## src/shared/rbc_regs.vh

```
`ifndef RBC_REGS_VH
`define RBC_REGS_VH
// register indices; byte address is four times the index
`define RBC_IDX_BLANK1   10'h0c0
`define RBC_IDX_BLANK2   10'h0c1
`define RBC_IDX_BLANK3   10'h0c2
`define RBC_IDX_BLANK4   10'h0c3
`define RBC_IDX_BLOCK1   10'h0c4
`define RBC_IDX_BLOCK2   10'h0c5
`define RBC_IDX_BLOCK3   10'h0c6
`define RBC_IDX_BLOCK4   10'h0c7
`define RBC_IDX_SIG1     10'h0c8
`define RBC_IDX_SIG2     10'h0c9
`define RBC_IDX_SIG3     10'h0ca
`define RBC_IDX_SIG4     10'h0cb
`define RBC_IDX_GCLK1    10'h0cc
`define RBC_IDX_GCLK2    10'h0cd
`define RBC_IDX_GCLK3    10'h0ce
`define RBC_IDX_GCLK4    10'h0cf
`define RBC_IDX_CTRL     10'h0e0
`define RBC_IDX_STAT     10'h0e1
// mask bank layout: upper index bits select the 16-entry mask block
`define RBC_MASK_HI      6'h0c
`define RBC_BANK_BLANK   4'h0
`define RBC_BANK_BLOCK   4'h4
`define RBC_BANK_SIG     4'h8
`define RBC_BANK_GCLK    4'hc
// control register fields
`define RBC_CTRL_MODE2048 0
`define RBC_CTRL_ES_EN    1
`define RBC_CTRL_SZS      2
`define RBC_CTRL_RESET    8'h00
`define RBC_MASK_RESET    8'h00
// status register fields
`define RBC_STAT_OVF      7
`define RBC_STAT_FBIT     6
`define RBC_STAT_CH_LSB   0
// frame geometry
`define RBC_LAST_BIT_1544 9'd192
`define RBC_LAST_BIT_2048 9'd255
`define RBC_SIG_FIRST_BIT 3'd4
// bank bit that holds the F-bit choice: bit 0 of the fourth register
`define RBC_FBIT_SEL_BIT  24
// clock period of pclk in ns
`define RBC_PCLK_NS       100
`endif

```

## src/design/rbc_rx_backplane.v

```verilog
`timescale 1ns/1ns
`default_nettype none
`include "rbc_regs.vh"

module rbc_rx_backplane
#(
  parameter W = 3                                  // buffer word: data, flag, clock
)
(
  input  wire        pclk,
  input  wire        presetn,
  input  wire        clk_en,
  input  wire        psel,
  input  wire        penable,
  input  wire        pwrite,
  input  wire [11:0] paddr,
  input  wire [31:0] pwdata,
  output reg  [31:0] prdata,
  output reg         pready,
  output reg         pslverr,
  input  wire        receive_line_clock,
  input  wire        receive_system_clock,
  input  wire        receive_data_in,
  input  wire        receive_frame_sync,
  input  wire        receive_sig_data_in,
  output reg         receive_serial_data_out,
  output reg         receive_channel_flag_out,
  output reg         receive_gapped_channel_clock,
  output reg         out_valid,
  input  wire        out_ready,
  output reg         line_ready,
  output reg         slip_zone_select
);

  //--------------------------------------------------------------
  // helpers
  //--------------------------------------------------------------
  // pick one channel bit out of a 32-bit bank
  // shared by all four banks so the channel mapping lives in one place
  function sel_bit;
    input [31:0] mask;
    input [4:0]  ch;
    begin
      sel_bit = mask[ch];
    end
  endfunction

  //--------------------------------------------------------------
  // storage
  //--------------------------------------------------------------
  // flop storage for masks, control, synchronisers, slot state and buffer
  reg  [7:0]  mask_reg [0:15];                     // four banks of four
  reg  [7:0]  ctrl;
  reg         ovf;
  reg  [4:0]  pin_s1;
  reg  [4:0]  pin_s2;
  reg         clk_prev;
  reg  [8:0]  bit_cnt;
  reg         lat_blank;
  reg         lat_block;
  reg         lat_sig;
  reg         lat_gclk;
  reg  [4:0]  cur_ch;
  reg         cur_fbit;
  reg  [W-1:0] buf_mem [0:1];
  reg         wr_ptr;
  reg         rd_ptr;
  reg  [1:0]  count;

  wire [9:0]  idx      = paddr[11:2];
  wire        mode2048 = ctrl[`RBC_CTRL_MODE2048];
  wire        es_en    = ctrl[`RBC_CTRL_ES_EN];
  wire        is_mask  = (idx[9:4] == `RBC_MASK_HI);
  wire        is_ctrl  = (idx == `RBC_IDX_CTRL);
  wire        is_stat  = (idx == `RBC_IDX_STAT);
  wire        mapped   = is_mask | is_ctrl | is_stat;
  wire        wr_go    = psel & penable & pready & pwrite;

  // each bank as one 32-bit vector, channel 1 in bit 0
  wire [31:0] m_blank = {mask_reg[3],  mask_reg[2],  mask_reg[1],  mask_reg[0]};
  wire [31:0] m_block = {mask_reg[7],  mask_reg[6],  mask_reg[5],  mask_reg[4]};
  wire [31:0] m_sig   = {mask_reg[11], mask_reg[10], mask_reg[9],  mask_reg[8]};
  wire [31:0] m_gclk  = {mask_reg[15], mask_reg[14], mask_reg[13], mask_reg[12]};

  //--------------------------------------------------------------
  // apb slave
  //--------------------------------------------------------------
  // zero-wait answer: pready rises in the first access cycle
  // unmapped indices answer with an error and read as zero
  always @(posedge pclk or negedge presetn)
  begin
    if (!presetn)
    begin
      pready  <= 1'b0;
      pslverr <= 1'b0;
      prdata  <= 32'h0000_0000;
    end
    else if (clk_en)
    begin
      pready  <= psel & ~penable;
      pslverr <= psel & ~penable & ~mapped;
      if (psel & ~penable & ~pwrite)
      begin
        if (is_mask)
          prdata <= {24'h00_0000, mask_reg[idx[3:0]]};
        else if (is_ctrl)
          prdata <= {24'h00_0000, ctrl};
        else if (is_stat)
          prdata <= {24'h00_0000, ovf, cur_fbit, 1'b0, cur_ch};
        else
          prdata <= 32'h0000_0000;
      end
    end
  end

  // mask and control registers
  // each mask word changes only at the edge that completes its write
  genvar gi;
  generate
    for (gi = 0; gi < 16; gi = gi + 1)
    begin : g_mask
      always @(posedge pclk or negedge presetn)
      begin
        if (!presetn)
          mask_reg[gi] <= `RBC_MASK_RESET;
        else if (clk_en && wr_go && is_mask && idx[3:0] == gi)
          mask_reg[gi] <= pwdata[7:0];
      end
    end
  endgenerate

  // slip zone select is mirrored to a pin; software sets it to suit
  // how the blanked channels are spread over the frame
  always @(posedge pclk or negedge presetn)
  begin
    if (!presetn)
    begin
      ctrl             <= `RBC_CTRL_RESET;
      slip_zone_select <= 1'b0;
    end
    else if (clk_en)
    begin
      if (wr_go && is_ctrl)
        ctrl <= pwdata[7:0];
      slip_zone_select <= ctrl[`RBC_CTRL_SZS];
    end
  end

  //--------------------------------------------------------------
  // pin synchronisers
  //--------------------------------------------------------------
  // line clock, system clock, data, frame sync, signaling
  // only the second stage feeds logic, so a pin edge near pclk cannot
  // split the slot decode between two values
  always @(posedge pclk or negedge presetn)
  begin
    if (!presetn)
    begin
      pin_s1   <= 5'h00;
      pin_s2   <= 5'h00;
      clk_prev <= 1'b0;
    end
    else if (clk_en)
    begin
      pin_s1   <= {receive_sig_data_in, receive_frame_sync, receive_data_in,
                   receive_system_clock, receive_line_clock};
      pin_s2   <= pin_s1;
      clk_prev <= es_en ? pin_s2[1] : pin_s2[0];
    end
  end

  //--------------------------------------------------------------
  // slot decode
  //--------------------------------------------------------------
  // bit clock follows system clock with elastic store, else line clock
  // frame sync restarts the count, so a lost bit spoils one frame at most
  wire        bit_clk  = es_en ? pin_s2[1] : pin_s2[0];
  wire        bit_stb  = bit_clk & ~clk_prev;
  wire        data_s   = pin_s2[2];
  wire        fsync_s  = pin_s2[3];
  wire        sig_s    = pin_s2[4];
  wire [8:0]  last_bit = mode2048 ? `RBC_LAST_BIT_2048 : `RBC_LAST_BIT_1544;
  wire [8:0]  cur_pos  = fsync_s ? 9'd0 : bit_cnt;
  wire        fbit     = ~mode2048 & (cur_pos == 9'd0);
  wire [8:0]  slot_pos = mode2048 ? cur_pos : cur_pos - 9'd1;
  wire [4:0]  ch       = slot_pos[7:3];
  wire [2:0]  bis      = slot_pos[2:0];
  wire        start    = fbit | (bis == 3'd0);

  // fresh selections, looked at only on the first bit of a slot
  reg         f_blank;
  reg         f_block;
  reg         f_sig;
  reg         f_gclk;
  // in 1.544 mode the F-bit takes its flag and gapped-clock choice
  // from bit 0 of the fourth register, not from channel 1
  always @*
  begin
    f_blank = ~fbit & sel_bit(m_blank, ch);
    f_block = fbit ? m_block[`RBC_FBIT_SEL_BIT] : sel_bit(m_block, ch);
    f_sig   = ~fbit & sel_bit(m_sig, ch) & (mode2048 | ~ch[4] | ~ch[3]);
    f_gclk  = fbit ? m_gclk[`RBC_FBIT_SEL_BIT] : sel_bit(m_gclk, ch);
  end

  // selections in force for this bit: fresh at slot start, else held
  wire        u_blank = start ? f_blank : lat_blank;
  wire        u_block = start ? f_block : lat_block;
  wire        u_sig   = start ? f_sig   : lat_sig;
  wire        u_gclk  = start ? f_gclk  : lat_gclk;

  // output bit: all ones when blanked, signaling in low nibble when reinserted
  wire        o_bit   = u_blank ? 1'b1 :
                        (u_sig && bis >= `RBC_SIG_FIRST_BIT) ? sig_s :
                        data_s;
  wire [W-1:0] word   = {u_gclk, u_block, o_bit};

  // bit counter and slot latches
  // latches carry the slot's choice across its remaining bits
  always @(posedge pclk or negedge presetn)
  begin
    if (!presetn)
    begin
      bit_cnt   <= 9'd0;
      lat_blank <= 1'b0;
      lat_block <= 1'b0;
      lat_sig   <= 1'b0;
      lat_gclk  <= 1'b0;
      cur_ch    <= 5'd0;
      cur_fbit  <= 1'b0;
    end
    else if (clk_en && bit_stb)
    begin
      bit_cnt   <= (cur_pos >= last_bit) ? 9'd0 : cur_pos + 9'd1;
      lat_blank <= u_blank;
      lat_block <= u_block;
      lat_sig   <= u_sig;
      lat_gclk  <= u_gclk;
      cur_ch    <= ch;
      cur_fbit  <= fbit;
    end
  end

  //--------------------------------------------------------------
  // two-entry buffer
  //--------------------------------------------------------------
  // two words ride out a short receiver stall; a bit that finds both
  // taken is dropped and recorded in the sticky overflow flag
  wire        push      = bit_stb & (count != 2'd2);
  wire        pop       = (count != 2'd0) & (~out_valid | out_ready);
  wire [1:0]  next_count = count + {1'b0, push} - {1'b0, pop};

  always @(posedge pclk or negedge presetn)
  begin
    if (!presetn)
    begin
      wr_ptr     <= 1'b0;
      rd_ptr     <= 1'b0;
      count      <= 2'd0;
      line_ready <= 1'b0;
      ovf        <= 1'b0;
      buf_mem[0] <= {W{1'b0}};
      buf_mem[1] <= {W{1'b0}};
    end
    else if (clk_en)
    begin
      if (push)
      begin
        buf_mem[wr_ptr] <= word;
        wr_ptr          <= ~wr_ptr;
      end
      if (pop)
        rd_ptr <= ~rd_ptr;
      count      <= next_count;
      line_ready <= (next_count != 2'd2);
      // sticky overflow; a new overflow beats the write-one clear
      if (bit_stb && count == 2'd2)
        ovf <= 1'b1;
      else if (wr_go && is_stat && pwdata[`RBC_STAT_OVF])
        ovf <= 1'b0;
    end
  end

  //--------------------------------------------------------------
  // backplane outputs
  //--------------------------------------------------------------
  // gapped clock is a one-cycle pulse per enabled bit
  // data and flag hold until the receiver takes the word
  always @(posedge pclk or negedge presetn)
  begin
    if (!presetn)
    begin
      out_valid                    <= 1'b0;
      receive_serial_data_out      <= 1'b1;
      receive_channel_flag_out     <= 1'b0;
      receive_gapped_channel_clock <= 1'b0;
    end
    else if (clk_en)
    begin
      receive_gapped_channel_clock <= 1'b0;
      if (pop)
      begin
        out_valid                    <= 1'b1;
        receive_serial_data_out      <= buf_mem[rd_ptr][0];
        receive_channel_flag_out     <= buf_mem[rd_ptr][1];
        receive_gapped_channel_clock <= buf_mem[rd_ptr][2];
      end
      else if (out_ready)
        out_valid <= 1'b0;
    end
  end

endmodule // rbc_rx_backplane
`default_nettype wire

```

## config.mk

```make
export PLATFORM = sky130hd
export DESIGN_NAME = rbc_rx_backplane
export DESIGN_NICKNAME = d
export VERILOG_FILES = /design/src/design/rbc_rx_backplane.v
export VERILOG_INCLUDE_DIRS = /design/src /design/src/shared
export SDC_FILE = /design/constraint.sdc
export NUM_CORES = 1
export LEC_CHECK = 0
export ABC_AREA = 1
export CORE_MARGIN = 3
export CORE_UTILIZATION = 60
export DETAILED_ROUTE_END_ITERATION = 7
export DONT_BUFFER_PORTS = 1
export PLACE_DENSITY = 0.76
export SLEW_MARGIN = 20
export SYNTH_ARGS = -nofsm -noshare
export SYNTH_HDL_FRONTEND = slang
export SYNTH_SLANG_ARGS = --single-unit
```

## constraint.sdc

```tcl
create_clock -name pclk -period 5.3 [get_ports pclk]
set_clock_uncertainty 0.15 [all_clocks]
set_input_delay 0.265 -clock pclk [delete_from_list [all_inputs] [get_ports pclk]]
set_output_delay 0.265 -clock pclk [all_outputs]
set_load 0.01 [all_outputs]
```

# Word-level counts from Yosys, hierarchy flattened
# Cells that the tools add are included.
# totals
mem_bits_ro,0
wordCells,182
regBits,217
n_memories,0
output_inout_bits,40
ram_bits,0
in_bits,56
latchBits,0
# classes
bitwise,33
n_mul,0
n_addsub,4
n_reduce_logical,37
n_eq_ne,21
mux,38
n_lt_le_gt_ge,7
div,0
shift,0
# op_table
op,count
$mux 32,2
$bmux 8 s4,1
$eq 4x4->1 const B,8
$mux 8,4
$logic_and 1x1->1,25
$bmux 1 s5,4
$eq 10x8->1 const B,2
$mux 1,18
$mux 9,2
$eq 4x3->1 const B,4
$and 1x1->1,13
$mux 3,4
$reduce_and 2->1,6
$not 1->1,11
$add 9x1->9 const B,1
$ge 9x8->1,1
$logic_not 9->1,1
$eq 4x2->1 const B,2
$sub 8x1->8 const B,1
$bwmux 6,1
$eq 6x4->1 const B,1
$lt 5x6->1 const B,1
$mux 6,1
$or 1x1->1,6
other kinds (15),20

# Longest topological paths before layout
# Gate-level depths: netlist of run 1.
# logic_depth
ltp_word,12
ltp_mapped,22
mapped_depth_nobuf,22

# Worst setup path before layout of run 1
# OpenSTA, ideal clock, no wires.
# synth_timing
path_type,register to register
from,register pin_s2[3]
to,register buf_mem[3] in the netlist's numbering
t_required_ps,5034
synth_period_minus_slack_ps,2593
path_slack_ps,2707
arrival_time_ps,2326
setup_time_ps,116
path_stages_with_launch,18
n_path_buf,0
path_cell_list,dfrtp_1 > inv_2 > nand2_1 > ha_1 > inv_1 > nor2_1 > nand4_1 > or2_1 > xor2_1 > inv_2 > nand3_1 > nand3_1 > nand3_1 > nand2_1 > nand3_1 > nand3_2 > nand2_1 > nand2_1
# synth_between
elab_chain_cells,12
elab_cells_between_ends,26
classes_between,1 x add/sub; 1 x order compare; 11 x mux; 10 x bitwise; 3 x reduce/logical
# synth_lines
element,line_no,source
start: declaration,rbc_rx_backplane.v:56,reg [4:0] pin_s2;
start signal: assignment,rbc_rx_backplane.v:167,pin_s2 <= pin_s1;
$mux 9 *,rbc_rx_backplane.v:183,wire [8:0] cur_pos = fsync_s ? 9'd0 : bit_cnt;
$sub 8x1->8,rbc_rx_backplane.v:185,wire [8:0] slot_pos = mode2048 ? cur_pos : cur_pos - 9'd1;
$mux 8,rbc_rx_backplane.v:185,
$bmux 1 s5 / $not 1->1 (equally long branches),"rbc_rx_backplane.v:44, rbc_rx_backplane.v:201",
$mux 1 (implied by the code) / $or 1x1->1 (equally long branches),"rbc_rx_backplane.v:44, rbc_rx_backplane.v:201",
$and 1x1->1 / $or 1x1->1 (equally long branches),rbc_rx_backplane.v:201,"f_sig = ~fbit & sel_bit(m_sig, ch) & (mode2048 | ~ch[4] | ~ch[3]);"
$and 1x1->1,rbc_rx_backplane.v:201,
$mux 1,rbc_rx_backplane.v:208,wire u_sig = start ? f_sig : lat_sig;
$logic_and 1x1->1 (no source line),--,
$mux 1,rbc_rx_backplane.v:213,(u_sig && bis >= `RBC_SIG_FIRST_BIT) ? sig_s :
$mux 1 *,rbc_rx_backplane.v:212,wire o_bit = u_blank ? 1'b1 :
$bwmux 6 *,rbc_rx_backplane.v:268,buf_mem[wr_ptr] <= word;
end signal: indexed assignment,rbc_rx_backplane.v:268,
end: declaration,rbc_rx_backplane.v:65,reg [W-1:0] buf_mem [0:1];
# Every way passes the cells marked *; elsewhere a longest branch is shown, timed or not. The select of a mux whose other input is x is not followed.
# A chain may end at the register's enable or synchronous reset.

# Worst setup path in the final report of run 1
# layout_timing
from,register pin_s2[3]
to,register lat_block
# layout_between
elab_chain_cells,7
elab_cells_between_ends,11
classes_between,1 x add/sub; 6 x mux; 2 x bitwise; 2 x reduce/logical
# layout_lines
element,line_no,source
$mux 9 *,rbc_rx_backplane.v:183,
$sub 8x1->8,rbc_rx_backplane.v:185,
$mux 8,rbc_rx_backplane.v:185,
$bmux 1 s5,rbc_rx_backplane.v:44,sel_bit = mask[ch];
$mux 1 (implied by the code),rbc_rx_backplane.v:44,
$mux 1,rbc_rx_backplane.v:200,"f_block = fbit ? m_block[`RBC_FBIT_SEL_BIT] : sel_bit(m_block, ch);"
$mux 1 *,rbc_rx_backplane.v:207,wire u_block = start ? f_block : lat_block;
end signal: assignment,rbc_rx_backplane.v:235,lat_block <= u_block;
end: declaration,rbc_rx_backplane.v:60,reg lat_block;
# Marks and branches as above.

==> run summary, run 1 <==
Die H = 136.5 um
Final count of negative-setup-slack endpoints = 0
Comb power frac = 38.0%
Tot Pwr = 0.004761 W
Mean Syn Cell Area = 7.855 um^2
Initial Util = 61.36%
Fin crit period = 3.711 ns
CTS max path bufs = 2
Primary FF master, synth = dfrtp_1
Worst R2R End = lat_block
DR pass1 iterations = 5
Cell Count, Final, Fillers Out = 1506
Largest net degree at the start of global routing = 194
Yosys cell types = 53
CTS Sinks = 193
Number of synthesized flops with an enable pin = 0
Cts repair resizes = 0
Critical path data required time = 5.52 ns
Post-synthesis sequential area ratio = 47.31%
Number of buffers created by CTS = 17
Mapped Cells = 1300
Critical Path Source = pin_s2[3]
Core ar. = 0.01664 mm^2
Pwr dens = 438.8 mW/mm^2
Post-CTS Repair Setup Buffers = 0
Switch share = 40.72%
Rows = 47
Maxcap violations = 0
Total number of H-tree levels = 4
Placed cells = 1463
Vias in the first global route = 8365
FF-to-FF path depth = 18
Max Slew Vio Count = 0
Clk slew on worst S/H paths = 0.07 ns
Fraction of registers with async set or reset after synthesis = 100.0%
Reg-to-reg startpoint = pin_s2[3]
Switch Pwr = 0.001939 W
Ys Warns = 0
Share of cells above drive strength 1 = 5.054%
I/O Buffers = 0
DIE WIDTH = 136.5 um
Final Hold Vio Count = 0
Seq pwr share = 35.3%
DR vias = 9158
Slew HR = 34.05%
Final hold slack = 0.03426 ns
Setup crit end = lat_block
Slowest cell on crit path = inv_2
Critical path endpoint category = flop
Worst Setup Start Kind = flop
P_leak = 4.877 nW
Routed Antenna Nets = 0
Worst VDD drop = 379.0 uV
Root Driver = clkbuf_16
Initial DRC Count = 1056
Clock share of power = 26.7%
Die ar. = 0.01862 mm^2
Power Internal = 0.002822 W
GRT overflow = 0
WP data arrival = 3.93 ns
Critical path class = reg -> reg
First-pass GRT wire length = 44910 um
Hold Path Class = in -> reg
HPWL after DPL = 18250 um
Drt via density = 6.081
Gpl congestion = 1.002
Final wirelength = 29000 um
Post-layout net count = 1339
CTS tree = done
CTS hold repair buffers = 12
Synth-to-layout area growth = 6.250%
CP peak stage delay = 0.61 ns
Top Ports = 96
Latest clock arrival within the worst-skew pair = 0.44 ns
Routed wire per std cell = 19.26 um
Antenna violations before repair = 0
Status = complete, no violations
Post-route clock period utilization = 70.01%
RSZ-0062 raised after global routing = false
Critical path, cell by cell = inv_2, nand2_1, ha_1, inv_1, nor2_1, nand3_1, nand2_1, nand2_1, buf_4, inv_2, o21ai_0, o211ai_1, nand3_1, nand3_1, nand3_1, nand3_1, nand2_1, nand2_1
Worst-margin pin slew = 0.9892 ns
Setup Total Neg Slack = 0 ns
Flop2flop setup slack = 1.59 ns
DRC viols = 0
GRT Total Usage = 31.47%
Synth Cell Area = 0.01021 mm^2
Synthesized flop and latch total = 193
Crit-path max FO = 35
Diode count = 0
Fmax = 269.5 MHz
through the flow:
stage	utilization (%)	setup slack, ns	area, um^2
finish	65.19	1.589	10850
global route	65.19	1.331	10850
CTS	65.19	1.684	10850
detailed placement	60.95	1.716	10140
global placement	60.95	1.798	10140
floorplan	-	2.707	10300
cell usage after synthesis (2+ instances only):
master    instances  area share, %
nand2_1         342             13
dfrtp_1         192             47
o21ai_0         186            9.1
inv_1           108            4.0
nand3_1         108            5.3
nor2_1           68            2.5
clkbuf_1         42            1.5
buf_4            30            2.2
a21oi_1          29            1.4
o22ai_1          25            1.5
a22oi_1          23            1.7
a221oi_1         18            1.5
o21ai_1          17           0.83
o211ai_1         11           0.81
buf_2             9           0.44
ha_1              9            1.1
nor3_1            7           0.34
inv_2             5           0.18
nand2_2           5           0.31
o221ai_1          5           0.43
xor2_1            5           0.43
buf_6             4           0.44
nand3b_1          4           0.29
nand4_1           4           0.25
clkinv_1          3           0.11
nand2_4           3           0.33
nand3_2           3           0.29
o31ai_1           3           0.22
a21o_1            2           0.15
inv_4             2           0.12
mux2_2            2           0.22
o21ai_2           2           0.17
o41ai_1           2           0.17
or2_2             2           0.12
xnor2_1           2           0.17
worst max-delay path: cells and delay by family (launching register included):
family                     cells  cell delay (ns)
DFF                            1             0.51
AOI/OAI and AO/OA              2             0.46
buffers and inverters          4             1.07
and+or+nand+nor               11             1.29
adders and majority gates      1             0.17
registers in the layout, summed over array words and instances, names as in the netlist, 6 cells and up:
| register | count |
|---|---|
| m_gclk | 32 |
| prdata | 8 |
| bit_cnt | 9 |
| m_sig | 32 |
| buf_mem | 6 |
| ctrl | 8 |
| m_blank | 32 |
| m_block | 32 |
cell type report:
type                       instances  area (um^2)
clock buffer                      19        432.9
clock inverter                    12        135.1
fill                            1428         5793
inverter                         118        447.9
multi-input combinational        926         4544
sequential                       193         4831
tap                              220        275.3
timing repair buffer              18        182.7
power by group through the flow:
stage	Clock (W)	Combinational, W	Sequential [W]
after floorplan	0	0.00139	0.00169
after global placement	0	0.00165	0.00170
after detailed placement	0	0.00169	0.00171
after CTS	0.00128	0.00175	0.00168
after global routing	0.00133	0.00196	0.00170
final	0.00127	0.00181	0.00168
cells in the final DEF, fill, tap and decap left out, types with 3 or more instances in the layout:
cell type / netlist / routed
a22oi_1: 23 / 23
ha_1: 9 / 9
inv_1: 108 / 108
o31ai_1: 3 / 3
xor2_1: 5 / 5
conb_1: 1 / 24
clkinv_4: 0 / 4
nand4_1: 4 / 4
o22ai_1: 25 / 25
a221oi_1: 18 / 18
dfrtp_1: 192 / 192
o21ai_0: 186 / 186
inv_2: 5 / 5
nand3_2: 3 / 3
o21ai_1: 17 / 17
clkinv_1: 3 / 3
nor3_1: 7 / 7
nand2_4: 3 / 3
nand2_1: 342 / 342
o221ai_1: 5 / 5
nand3_1: 108 / 108
clkbuf_16: 0 / 17
nor2_1: 68 / 67
nand3b_1: 4 / 4
o211ai_1: 11 / 11
dlygate4sd3_1: 0 / 11
clkinv_2: 0 / 3
nand2_2: 5 / 5
buf_4: 30 / 6
a21oi_1: 29 / 29
how the worst min path moves through the flow:
stage	to	slack, ns	startpoint	cells after the start
floorplan	bit_cnt[0]	-0.18	presetn	0
global placement	bit_cnt[6]	-0.17	presetn	0
detailed placement	bit_cnt[7]	-0.17	presetn	0
CTS	ovf	0.03	penable	5
global route	prdata[5]	0.07	pwrite	3
finish	pready	0.03	clk_en	4
cell families (layout without fill, tap and decap cells):
group / count (synthesis) / count (layout) / synth area share [%]
xor+xnor: 7 / 7 / 0.6004
simple gates: 552 / 552 / 22.79
other cells: 1 / 24 / 0.03672
flops: 193 / 193 / 47.31
compound gates: 332 / 332 / 18.88
fa+ha+maj: 9 / 9 / 1.103
buf+inv: 204 / 167 / 9.055
mux: 2 / 2 / 0.2205
layer usage:
layer / vias to the layer above / wire [um] / GRT usage [%]
li1: 4263 / - / -
met1: 4282 / 11770 / 43.06
met2: 499 / 13050 / 47.66
met3: 114 / 2863 / 7.291
met4: 0 / 1307 / 14.84
met5: - / 0 / 0
No activity file was read; power rests on OpenSTA's default activity.
==> run 2, diff against run 1 <==
==> constraint.sdc (replaced) <==
create_clock -name pclk -period 3.6 [get_ports pclk]
set_clock_uncertainty 0.15 [all_clocks]
set_input_delay 0.18 -clock pclk [delete_from_list [all_inputs] [get_ports pclk]]
set_output_delay 0.18 -clock pclk [all_outputs]
set_load 0.01 [all_outputs]
==> run 2 against run 1 <==
  * The flow now finishes with violations (hold timing)
  * Worst setup slack worse by 1.2 ns
  * Die area stayed put
  * Combinational power is 48% higher
  * Flip-flop and latch count stayed put
  * Global-route usage is 0.066 points lower
  * Design area is 1.0% higher
  * Highest routed layer unchanged
  * Via count is 0.74% higher
  * Sequential power is 48% higher
  * Hold slack worse by 0.74 ns
  * Cell count is 0.53% higher
==> run summary, run 2 (synthesized netlist as in run 1, its figures left out) <==
DR vias = 9226
Placed cells = 1471
Rows = 47
Latest clock arrival within the worst-skew pair = 0.43 ns
GRT overflow = 0
Post-CTS Repair Setup Buffers = 0
Critical path class = reg -> reg
Initial Util = 61.36%
Critical Path Source = pin_s2[3]
HPWL after DPL = 18710 um
Die H = 136.5 um
Setup Total Neg Slack = 0 ns
Most frequent CP cell = nand2_1
Core ar. = 0.01664 mm^2
Final wirelength = 28680 um
Crit-path max FO = 30
Final hold slack = -0.7015 ns
Clk slew on worst S/H paths = 0.06 ns
Largest net degree at the start of global routing = 194
Slowest cell on crit path = dfrtp_1
Diode count = 0
CP peak stage delay = 0.49 ns
Pwr dens = 650.3 mW/mm^2
Worst Slack Setup Final = 0.3911 ns
Status = finished with violations
Initial DRC Count = 1085
Drt via density = 6.094
DIE WIDTH = 136.5 um
Max Slew Vio Count = 0
Critical path endpoint category = flop
Routed Antenna Nets = 0
Gpl congestion = 0.9347
Number of buffers created by CTS = 17
Fin crit period = 3.209 ns
Cell Count, Final, Fillers Out = 1514
Hold Path Class = in -> async
Fmax = 311.6 MHz
Critical path data required time = 3.77 ns
DRC viols = 0
CTS Sinks = 193
Most frequent cells in the layout = nand2_1, dfrtp_1, o21ai_0, inv_1, nand3_1
Worst R2R End = buf_mem[0]
Root Driver = clkbuf_16
Antenna violations before repair = 0
Synth-to-layout area growth = 7.328%
CTS hold repair buffers = 12
Share of cells above drive strength 1 = 5.564%
Post-route clock period utilization = 89.13%
Cts repair resizes = 0
CTS max path bufs = 2
Post-layout net count = 1347
Critical path, cell by cell = inv_2, nand2_1, ha_1, inv_1, nor2_1, nand4_1, nand2_1, buf_4, nand3_1, nand3_1, nand3_1, nand3_1, nand3_1, nand2_1, nand2_1, nand2_1, nand3_2, nand2_1, nand2_1
Violated checks = hold timing
I/O Buffers = 0
Routed wire per std cell = 18.94 um
Worst Setup Start Kind = flop
Flop2flop setup slack = 0.39 ns
First-pass GRT wire length = 45080 um
Final-layout fill cell count = 1429
Maxcap violations = 0
Crit path buf inv count = 3
RSZ-0062 raised after global routing = false
Vias in the first global route = 8522
P_leak = 4.933 nW
GRT Total Usage = 31.41%
Cell area after layout = 0.01096 mm^2
FF-to-FF path depth = 19
Top Ports = 96
Final count of negative-setup-slack endpoints = 0
WP data arrival = 3.38 ns
CTS tree = done
Setup slack at placement = 0.4550 ns
Most common cell after layout, fill and taps aside = nand2_1
Final Core Density = 65.85%
DR pass1 iterations = 6
Die ar. = 0.01862 mm^2
Reg-to-reg startpoint = pin_s2[3]
Cell family with most CP delay = simple AND/OR/NAND/NOR gates
Slew HR = 24.07%
Worst VDD drop = 383.8 uV
Total number of H-tree levels = 4
Final Hold Vio Count = 193
Placed Area = 0.01023 mm^2
Worst-margin pin slew = 1.135 ns
## run 2: cell count changes in the layout (fill, tap and decap cells not counted)
cell and delta:
buf_12 +2, buf_16 -1, buf_4 +6, bufinv_16 +1, clkbuf_8 +2, clkinv_2 -3
clkinv_4 -1, dlygate4sd3_1 +1, inv_6 +1
## run 2: worst max-delay path by stage
stage | endpoint | slack, ns | cells after the start
after floorplan | buf_mem[3] | 1.01 | 17
after global placement | buf_mem[3] | 0.56 | 19
after detailed placement | buf_mem[0] | 0.46 | 19
after CTS | buf_mem[0] | 0.43 | 19
after global routing | buf_mem[0] | 0.08 | 19
final | buf_mem[0] | 0.39 | 19
## run 2: cell type report
type                       count  area [um^2]  area share (%)
timing repair buffer          26        250.2           2.283
sequential                   193         4831           44.08
clock inverter                10        150.1           1.370
clock buffer                  21        460.4           4.201
inverter                     118        447.9           4.087
tap                          220        275.3           2.512
multi-input combinational    926         4544           41.47
## run 2: per-layer routing
metal	vias to the layer above	GRT usage, %	routed length (um)
li1	4272	-	-
met4	0	13.10	1276
met1	4303	42.72	11630
met3	115	7.069	2823
met2	536	48.82	12950
met5	-	0	0
## run 2: where the power goes
part	internal, W	total [W]	switching, W
clock network	0.00114	0.00198	0.000842
logic	0.000854	0.00267	0.00181
registers	0.00234	0.00248	0.000134
## run 2: stage by stage
step	power [W]	hold slack (ns)
5_1_grt	0.007526	-0.7248
6_report	0.007126	-0.7015
4_1_cts	0.007057	-0.7121
3_3_place_gp	0.005010	-0.2551
3_5_place_dp	0.005065	-0.2551
2_1_floorplan	0.004522	-0.2656
